### src/shared/rcc_pkg.sv
// Package for the RTC carry and alarm flag control block
package rcc_pkg;

  // Register byte addresses on the APB
  localparam logic [11:0] RCC_OFF_CTRL1 = 12'h000;
  localparam logic [11:0] RCC_OFF_ISTAT = 12'h004;
  localparam logic [11:0] RCC_OFF_IMASK = 12'h008;
  localparam logic [11:0] RCC_OFF_MATCH = 12'h00c;

  // Field positions of rtc_control_one
  localparam int RCC_BIT_CF  = 7;
  localparam int RCC_BIT_CIE = 4;
  localparam int RCC_BIT_AIE = 3;
  localparam int RCC_BIT_AF  = 0;

  // Field positions of the event status and mask registers
  localparam int RCC_EV_CARRY = 0;
  localparam int RCC_EV_ALARM = 1;
  localparam int RCC_EV_RDCOL = 2;
  localparam int RCC_EV_W     = 3;

  // Reset values
  localparam logic [7:0]          RCC_CTRL1_RST = 8'h00;
  localparam logic [RCC_EV_W-1:0] RCC_EV_RST    = 3'h0;

  // Number of alarm fields enabled through alarm_field_enable; year has its own enable bit
  localparam int RCC_NFIELD = 6;

  // Clock and calendar counter values, BCD coded
  typedef struct packed {
    logic [15:0] year;
    logic [7:0]  month;
    logic [7:0]  day;
    logic [7:0]  week;
    logic [7:0]  hour;
    logic [7:0]  minute;
    logic [7:0]  second;
  } rcc_cal_s;

  // Alarm settings with per field enables
  typedef struct packed {
    rcc_cal_s                value;
    logic [RCC_NFIELD-1:0]   alarm_field_enable;
    logic                    year_alarm_enable;
  } rcc_alarm_s;

  // Count-up pulses and counter reads from the clock counters
  typedef struct packed {
    logic subsecond_tick;
    logic seconds_tick;
    logic subsecond_read;
    logic seconds_read;
  } rcc_cnt_s;

  // Control register one
  typedef struct packed {
    logic carry_flag;
    logic carry_irq_enable;
    logic alarm_irq_enable;
    logic alarm_flag;
  } rcc_ctrl1_s;

endpackage

### src/rcc_alarm_match.sv
// Alarm comparator over the enabled clock and calendar fields
module rcc_alarm_match
  import rcc_pkg::*;
(
  // Current time and alarm setting
  input  rcc_cal_s   cal,
  input  rcc_alarm_s alarm,
  // Comparison result
  output logic       match
);

  logic [RCC_NFIELD:0] hit;

  always_comb begin
    // A field left out of the comparison counts as a hit
    hit[0] = !alarm.alarm_field_enable[0] ||
             (cal.second == alarm.value.second);
    hit[1] = !alarm.alarm_field_enable[1] ||
             (cal.minute == alarm.value.minute);
    hit[2] = !alarm.alarm_field_enable[2] ||
             (cal.hour == alarm.value.hour);
    hit[3] = !alarm.alarm_field_enable[3] ||
             (cal.week == alarm.value.week);
    hit[4] = !alarm.alarm_field_enable[4] ||
             (cal.day == alarm.value.day);
    hit[5] = !alarm.alarm_field_enable[5] ||
             (cal.month == alarm.value.month);
    hit[6] = !alarm.year_alarm_enable ||
             (cal.year == alarm.value.year);
    // With nothing enabled there is no alarm
    match = (&hit) &&
            ((|alarm.alarm_field_enable) || alarm.year_alarm_enable);
  end

endmodule

### src/rcc_carry_detect.sv
// Carry event detection for the subsecond and seconds counters
module rcc_carry_detect
  import rcc_pkg::*;
(
  // Counter activity
  input  rcc_cnt_s cnt,
  // Events
  output logic     carry_evt,
  output logic     carry_in_read
);

  always_comb begin
    carry_evt     = cnt.subsecond_tick || cnt.seconds_tick;
    carry_in_read = carry_evt &&
                    (cnt.subsecond_read || cnt.seconds_read);
  end

endmodule

### src/rcc_ctrl1.sv
// RTC control register one with carry and alarm flags, APB slave
// Contract
// Reset clears the register; carry flag value after reset is unspecified
// Standby entry or exit leaves register contents unchanged
// Software avoids read-modify-write on this register
// Software writes the carry flag before relying on it
// Carry flag sets on any subsecond or seconds count-up
// Carry flag also sets when a carry meets a counter read
// Software rereads a counter when carry flag was found set
// Writing 0 clears the carry flag, writing 1 sets it
// Carry interrupt requested only while carry flag and enable are 1
// Alarm interrupt requested only while alarm flag and enable are 1
// Alarm flag sets on match of enabled fields, year if enabled
// Writing 0 clears alarm flag, writing 1 leaves it unchanged
// Reserved bits 6, 5, 2, 1 read zero; software writes zero
// Only fields with enable bits set take part in the alarm match
// Interrupt requests are levels of flag AND enable until cleared
//
// The register offsets and the APB interface to the registers were chosen for this implementation.
module rcc_ctrl1
  import rcc_pkg::*;
(
  // Clock and resets
  input  wire logic        pclk,
  input  wire logic        presetn,
  input  wire logic        manual_reset,
  // APB slave
  input  wire logic        psel,
  input  wire logic        penable,
  input  wire logic        pwrite,
  input  wire logic [11:0] paddr,
  input  wire logic [31:0] pwdata,
  input  wire logic [3:0]  pstrb,
  output logic      [31:0] prdata,
  output logic             pready,
  output logic             pslverr,
  // Clock counters and alarm setting
  input  rcc_cnt_s         cnt,
  input  rcc_cal_s         cal,
  input  rcc_alarm_s       alarm,
  // Interrupt requests
  output logic             carry_irq,
  output logic             alarm_irq,
  output logic             irq
);

  typedef struct packed {
    rcc_ctrl1_s          ctrl1;
    logic [RCC_EV_W-1:0] istat;
    logic [RCC_EV_W-1:0] imask;
    logic                match_q;
    logic [31:0]         rdata;
    logic                carry_irq;
    logic                alarm_irq;
  } rcc_state_s;

  localparam rcc_state_s RCC_STATE_RST = '{
    ctrl1:     rcc_ctrl1_s'(4'h0),
    istat:     RCC_EV_RST,
    imask:     RCC_EV_RST,
    match_q:   1'b0,
    rdata:     32'h0000_0000,
    carry_irq: 1'b0,
    alarm_irq: 1'b0
  };

  rcc_state_s st_r;
  rcc_state_s st_nxt;

  logic match;
  logic carry_evt;
  logic carry_in_read;

  rcc_alarm_match u_alarm_match (
    .cal   (cal),
    .alarm (alarm),
    .match (match)
  );

  rcc_carry_detect u_carry_detect (
    .cnt           (cnt),
    .carry_evt     (carry_evt),
    .carry_in_read (carry_in_read)
  );

  // Address decode, shared by read and write paths
  function automatic logic reg_hit(input logic [11:0] addr,
                                   input logic [11:0] off);
    reg_hit = (addr == off);
  endfunction

  function automatic logic addr_ok(input logic [11:0] addr);
    addr_ok = reg_hit(addr, RCC_OFF_CTRL1) ||
              reg_hit(addr, RCC_OFF_ISTAT) ||
              reg_hit(addr, RCC_OFF_IMASK) ||
              reg_hit(addr, RCC_OFF_MATCH);
  endfunction

  // Packs the control register into its byte, reserved bits at zero
  function automatic logic [7:0] ctrl1_byte(input rcc_ctrl1_s c);
    logic [7:0] b;
    b = 8'h00;
    b[RCC_BIT_CF]  = c.carry_flag;
    b[RCC_BIT_CIE] = c.carry_irq_enable;
    b[RCC_BIT_AIE] = c.alarm_irq_enable;
    b[RCC_BIT_AF]  = c.alarm_flag;
    ctrl1_byte = b;
  endfunction

  logic       setup;
  logic       access;
  logic       wr;
  logic       wr_ctrl1;
  logic       wr_istat;
  logic       wr_imask;
  logic       match_rise;
  logic [RCC_EV_W-1:0] ev;
  logic [31:0] rd_val;

  always_comb begin
    setup    = psel && !penable;
    access   = psel && penable;
    wr       = access && pwrite && addr_ok(paddr);
    wr_ctrl1 = wr && reg_hit(paddr, RCC_OFF_CTRL1) && pstrb[0];
    wr_istat = wr && reg_hit(paddr, RCC_OFF_ISTAT) && pstrb[0];
    wr_imask = wr && reg_hit(paddr, RCC_OFF_IMASK) && pstrb[0];

    // The flag is raised as the match begins, so a clear sticks
    match_rise = match && !st_r.match_q;

    ev               = '0;
    ev[RCC_EV_CARRY] = carry_evt;
    ev[RCC_EV_ALARM] = match_rise;
    ev[RCC_EV_RDCOL] = carry_in_read;

    // Read data is captured in the setup phase
    if (reg_hit(paddr, RCC_OFF_CTRL1)) begin
      rd_val = {24'h000000, ctrl1_byte(st_r.ctrl1)};
    end else if (reg_hit(paddr, RCC_OFF_ISTAT)) begin
      rd_val = {29'h0, st_r.istat};
    end else if (reg_hit(paddr, RCC_OFF_IMASK)) begin
      rd_val = {29'h0, st_r.imask};
    end else if (reg_hit(paddr, RCC_OFF_MATCH)) begin
      rd_val = {31'h0, match};
    end else begin
      rd_val = 32'h0000_0000;
    end
  end

  always_comb begin
    st_nxt = st_r;
    st_nxt.match_q = match;

    // Nothing here reacts to standby, so contents are held across it
    if (manual_reset) begin
      st_nxt.ctrl1 = rcc_ctrl1_s'(4'h0);
    end else begin
      // Carry flag: software value, then hardware set on top
      if (wr_ctrl1) begin
        st_nxt.ctrl1.carry_flag       = pwdata[RCC_BIT_CF];
        st_nxt.ctrl1.carry_irq_enable = pwdata[RCC_BIT_CIE];
        st_nxt.ctrl1.alarm_irq_enable = pwdata[RCC_BIT_AIE];
        if (!pwdata[RCC_BIT_AF]) begin
          st_nxt.ctrl1.alarm_flag = 1'b0;
        end
      end
      if (carry_evt) begin
        st_nxt.ctrl1.carry_flag = 1'b1;
      end
      if (match_rise) begin
        st_nxt.ctrl1.alarm_flag = 1'b1;
      end
    end

    // Sticky event status, write one to clear, events win over clears
    if (wr_istat) begin
      st_nxt.istat = st_r.istat & ~pwdata[RCC_EV_W-1:0];
    end
    st_nxt.istat = st_nxt.istat | ev;
    if (wr_imask) begin
      st_nxt.imask = pwdata[RCC_EV_W-1:0];
    end

    if (setup) begin
      st_nxt.rdata = rd_val;
    end

    st_nxt.carry_irq = st_nxt.ctrl1.carry_flag &&
                       st_nxt.ctrl1.carry_irq_enable;
    st_nxt.alarm_irq = st_nxt.ctrl1.alarm_flag &&
                       st_nxt.ctrl1.alarm_irq_enable;
  end

  // No standby term: the register keeps its value whatever the mode // R2
  always_ff @(posedge pclk or negedge presetn) begin
    if (!presetn) begin
      st_r <= RCC_STATE_RST;
    end else begin
      st_r <= st_nxt;
    end
  end

  always_comb begin
    pready    = 1'b1;
    pslverr   = access && !addr_ok(paddr);
    prdata    = st_r.rdata;
    carry_irq = st_r.carry_irq;
    alarm_irq = st_r.alarm_irq;
    irq       = |(st_r.istat & st_r.imask);
  end

endmodule
### config.mk
export PLATFORM = sky130hd
export DESIGN_NAME = rcc_ctrl1
export DESIGN_NICKNAME = d
export VERILOG_FILES = /design/src/shared/rcc_pkg.sv /design/src/rcc_alarm_match.sv /design/src/rcc_carry_detect.sv /design/src/rcc_ctrl1.sv
export SDC_FILE = /design/constraint.sdc
export NUM_CORES = 1
export LEC_CHECK = 0
export ABC_CLOCK_PERIOD_IN_PS = 1500
export BUFFER_PORTS_ARGS = -buffer_cell sky130_fd_sc_hd__buf_4
export CAP_MARGIN = 20
export CORE_AREA = 2 2 89 91
export DETAILED_ROUTE_END_ITERATION = 7
export DIE_AREA = 0 0 91 93
export PLACE_DENSITY = 0.68
export RECOVER_POWER = 50
export SLEW_MARGIN = 20
export SYNTH_ARGS = -nofsm -noshare
export SYNTH_HDL_FRONTEND = slang
export SYNTH_SLANG_ARGS = --single-unit
### constraint.sdc
create_clock -name pclk -period 1.5 [get_ports pclk]
set_input_delay 0.075 -clock pclk [delete_from_list [all_inputs] [get_ports pclk]]
set_output_delay 0.075 -clock pclk [all_outputs]
set_load 0.01 [all_outputs]
# Yosys cells after proc, flatten, opt, wreduce, memory -nomap -nowiden
# Cells that the tools add are included.
[totals] reg_bits=45 inputBits=193 out_inout_bits=37
[classes] eq_ne=10 mux=10 n_bitwise=4 n_reduce_logical=43
[ops] cell="$eq A8 B8 Y1" count=6
[ops] cell="$eq A12 B4 Y1 const B" count=2
[ops] cell="$eq A16 B16 Y1" count=1
[ops] cell="$logic_and A1 B1 Y1" count=16
[ops] cell="$logic_or A1 B1 Y1" count=13
[ops] cell="$eq A12 B3 Y1 const B" count=1
[ops] cell="$logic_not A12 Y1" count=1
[ops] cell="$logic_not A1 Y1" count=10
[ops] cell="$mux W3" count=3
[ops] cell="$mux W4" count=2
[ops] cell="$mux W8" count=1
[ops] cell="$reduce_and A7 Y1" count=1
[ops] cell="$and A3 B3 Y3" count=2
[ops] cell="$reduce_or A6 Y1" count=1
[ops] cell="$mux W1" count=4
[ops] cell="$not A3 Y3" count=1
[ops] cell="$or A3 B3 Y3" count=1
[ops] cell="$reduce_or A3 Y1" count=1

# Logic depth before layout (Yosys ltp)
[depth] ltp_word=11 depth_mapped=7

# By module
# A second synthesis with hierarchy kept.
[hier_totals] hier_cells=217 hier_area_um2=1970.6
[modules_own_cells] mod="rcc_ctrl1" instances=1 cells_per_inst=122 area_each_um2=1212.4 seq_area_each_um2=475.5
[modules_own_cells] mod="rcc_alarm_match" instances=1 cells_per_inst=93 area_each_um2=743.2 seq_area_each_um2=0.0
[modules_own_cells] mod="rcc_carry_detect" instances=1 cells_per_inst=2 area_each_um2=15.0 seq_area_each_um2=0.0

# Worst setup path after synthesis
# OpenSTA, ideal clock, no wires.
[synth_timing] kind="input port to flip-flop" startpoint="input port paddr[9]" endpoint="register st_r[35] in the netlist's numbering" setup_ps=125 arrival_ps=1933 required_time_ps=1375 setup_slack_ps=-558 stages=5 path_cell_list="or4_4 > or4_4 > buf_6 > or3b_4 > mux2_4"
[synth_between] elab_chain_cells=7 word_cells_on_any_way=10
[synth_lines] element="start: declaration" line="rcc_ctrl1.sv:31" rtl="input wire logic [11:0] paddr,"
[synth_lines] element="$eq A12 B3 Y1 / $logic_not A12 Y1 (equally long branches)" line="rcc_ctrl1.sv:89" rtl="reg_hit = (addr == off);"
[synth_lines] element="$logic_or A1 B1 Y1" line="rcc_ctrl1.sv:93" rtl="addr_ok = reg_hit(addr, RCC_OFF_CTRL1) ||"
[synth_lines] element="$logic_or A1 B1 Y1" line="rcc_ctrl1.sv:94" rtl="reg_hit(addr, RCC_OFF_ISTAT) ||"
[synth_lines] element="$logic_or A1 B1 Y1" line="rcc_ctrl1.sv:95" rtl="reg_hit(addr, RCC_OFF_IMASK) ||"
[synth_lines] element="$logic_and A1 B1 Y1" line="rcc_ctrl1.sv:123" rtl="wr = access && pwrite && addr_ok(paddr);"
[synth_lines] element="$logic_and A1 B1 Y1 * (2 in series)" line="rcc_ctrl1.sv:126" rtl="wr_imask = wr && reg_hit(paddr, RCC_OFF_IMASK) && pstrb[0];"
[synth_lines] element="end signal: assignment" line="rcc_ctrl1.sv:199" rtl="st_r <= st_nxt;"
[synth_lines] element="end: declaration" line="rcc_ctrl1.sv:67" rtl="rcc_state_s st_r;"
# Mark *: on every way between the ends. The rest lies on a longest branch, timed or not.
# A chain may end at the register's enable or synchronous reset.

# Worst setup path in the final report
[layout_timing] startpoint="input port paddr[5]" endpoint="register st_r[35] in the netlist's numbering"
# Same word-level chain as after synthesis.

==> flow_summary.toml <==
[run_status]
outcome = "finished with violations"
violations = "negative setup slack"

[setup_path]
required_ns = 1.64
crit_fanout = 3
critPathMaxStageDelay_ns = 0.53
rr_startpoint = "st_r[41]"
arrival_ns = 1.94
endpoint_kind = "register"
critPathTopFamily = "simple AND/OR/NAND/NOR gates"
path_class = "in -> reg"
critPathBufInv = 1
critPathSlowestCell = "or4_4"
r2r_end = "prdata[0]"
r2r_cells = 5
cp-start-kind = "input pin"
path_common_cell = "or4_4"
path_cells = "buf_6 > or4_4 > or4_4 > or3b_4 > mux2_4"
reg2reg_setup_slack_ns = 0.21

[routing]
dr_wl_met2_mm = 3.96
finalWirelength_mm = 6.99
route.met3.wl_um = 568
first_pass_iters = 4
postRouteAntennaNets = 0
top_layer = "met4"
m1WireLength_mm = 2.38
drt-wirelength-per-cell_um = 13.7
drt_iter0_markers = 24
num_vias = 2176
drc = 0
drt-vias-per-instance = 4.26

[synth]
synth_cells = 218
synth_edf_count = 0
syn_avg_cell_area_um2 = 8.87
yosys_most_used_dff = "dfrtp_1"
synth.top_cell.area_share = 0.246
ys_ff_latch = 19
synthAdderAreaFrac = 0
syn_area_mm2 = 0.00193
synth_top_family_by_area = "XOR/XNOR gates"
synth_top_area_cell = "dfrtp_1"
ys_warn_count = 0
yosysMostFrequentCell = "xor2_1"
synthXorXnorAreaFrac = 0.290
synth-simple-area-share = 0.195
async_flop_share = 1.00
synthTopCellsByCount = "40 x xor2_1, 33 x buf_4, 24 x xnor2_1"
synth-compound-area-share = 0.0900
netlist_top_cells_area = "dfrtp_1 25%, xor2_1 18%, buf_4 13%, xnor2_1 11%, nand2_1 3.7%"
muxShareOfSynthArea = 0.0337
yosysSeqAreaShare = 0.246
yosysUniqueCellTypes = 36

[cells_and_area]
layout-drive-gt1-share = 0.548
nets = 603
area_growth_pct = 85.7
diodes = 0
num-fill-cells = 772
final_cell_area_mm2 = 0.00359

[timing]
fin_worst_hold_slack_ns = 0.0219
finalHoldViolCount = 0
period_share = 1.20
fmax_mhz = 555
finalCriticalPeriod_ns = 1.80
relSlewSlack = 0.342
skew_ns = 0.00564
fin_tns_setup_ns = -3.10
setup_ws_ns = -0.301
setup_violations = 17
drv_slew = 0
grt_setup_unrepaired = "true"
worstMarginPinSlew_ns = 0.987

[clocking]
cts_tree = "yes"
clk_latency_ns = 0.26
h-tree-depth = 1
cts_buffer_depth = 2
numCtsBuffers = 3
cts_root_buffer = "clkbuf_8"
clkTransAtPathRegs_ns = 0.08
cts.sinks = 19

[placement]
dpl.hpwl_mm = 6.11
port_buffers = 173
placed_area_mm2 = 0.00334
gp_congestion = 0.801

[die]
coreArea_mm2 = 0.00753
pin_count = 230
die_x_um = 91
die_area_mm2 = 0.00846
initial_utilization = 0.257
row_count = 32
die_h_um = 93

[power]
peakVddDrop_mv = 0.213
powerDensity_mw_per_mm2 = 432
power.total_uw = 1550
p_leak_uw = 0.00174

[global_route]
grt_pass1_wl_mm = 10.6
grt_max_degree = 20
antenna_found_initial = 0
grt_overflow = 0
grt_pass1_vias = 2340
globalRouteTotalUtil = 0.157

[worst_hold_path]
hold-path-endpoint = "st_r[40]"
hold_depth = 3
min_path_type = "in -> reg"
hp-start = "cnt[1]"

[flow_run]
maxCapViolCount = 0
flip-flops by register name, indices dropped and copies added, names as in the netlist:
| name | cells |
|---|---|
| alarm_irq | 1 |
| carry_irq | 1 |
| prdata | 6 |
| st_r | 11 |
where the power goes:
group          internal, µW  total (µW)  leakage [µW]  switching, µW
clock                   185         359     0.0000255            174
sequential              520         526      0.000252           6.42
combinational           411         666       0.00146            255
total                  1120        1550       0.00174            436
what timing repair did:
| action | 4_1_cts | 5_1_grt |
|---|---|---|
| endpoints found under the setup margin | 17 | 20 |
| hold endpoints to repair | 19 | 0 |
| resized for setup | 12 | 24 |
| hold buffers | 1 | 0 |
| pin swaps | 7 | 10 |
| setup buffers | 3 | 1 |
layout by cell type, fill, tap and decap left out, types with 3 or more instances in the layout:
cell / netlist / final
buf_4: 33 / 184
xor2_1: 40 / 39
conb_1: 2 / 27
xnor2_1: 24 / 24
dfrtp_1: 19 / 19
nand2_1: 19 / 16
buf_6: 1 / 11
nor4_1: 11 / 10
nand4_1: 9 / 9
nor2_1: 6 / 5
o21ai_0: 8 / 5
or4_4: 2 / 3
inv_1: 3 / 3
nand2_2: 0 / 3
nor2b_1: 3 / 3
o21ai_1: 1 / 3
mux2_4: 3 / 3
o31ai_4: 0 / 3
clkbuf_8: 0 / 3
worst reg2reg max path: stages, from the launching register on:
cell and delay [ns]:
dfrtp_1 0.40, nor2b_1 0.14, a211oi_1 0.36, o31ai_4 0.08, o21ai_0 0.10, o31ai_2 0.09
routing by layer:
metal,global-route usage,vias up
li1,-,1083
met1,0.161,976
met2,0.312,107
met3,0.0427,10
met4,0.0391,0
met5,0,-
layout make-up:
class | count | area, µm² | share of cell area
inverter | 3 | 11.3 | 0.00314
multi-input combinational | 186 | 1410 | 0.393
tap | 102 | 128 | 0.0356
sequential | 19 | 475 | 0.132
timing repair buffer | 197 | 1520 | 0.423
clock buffer | 3 | 41.3 | 0.0115
clock inverter | 1 | 5.00 | 0.00139
how the worst max path moves through the flow:
stage	cells past startpoint	to	startpoint
2_1_floorplan	5	st_r[35]	paddr[9]
3_3_place_gp	5	st_r[37]	paddr[9]
3_5_place_dp	5	st_r[36]	paddr[9]
4_1_cts	5	st_r[36]	paddr[6]
5_1_grt	5	st_r[37]	paddr[5]
6_report	5	st_r[35]	paddr[5]
through the flow:
stage / utilization / setup WS [ns] / instances
after global routing: 0.477 / -0.317 / 511
after CTS: 0.463 / -0.317 / 510
after global placement: 0.444 / -0.587 / 502
after detailed placement: 0.444 / -0.606 / 502
final: 0.477 / -0.301 / 511
after floorplan: - / -0.557 / 243
cells by family after synthesis:
logic type,Yosys count
multiplexers,5
XOR/XNOR,64
AND/OR/NAND/NOR,64
flip-flops,19
buffers and inverters,38
other,2
AO/OA/AOI/OAI,26
(Power assumes the default switching activity.)
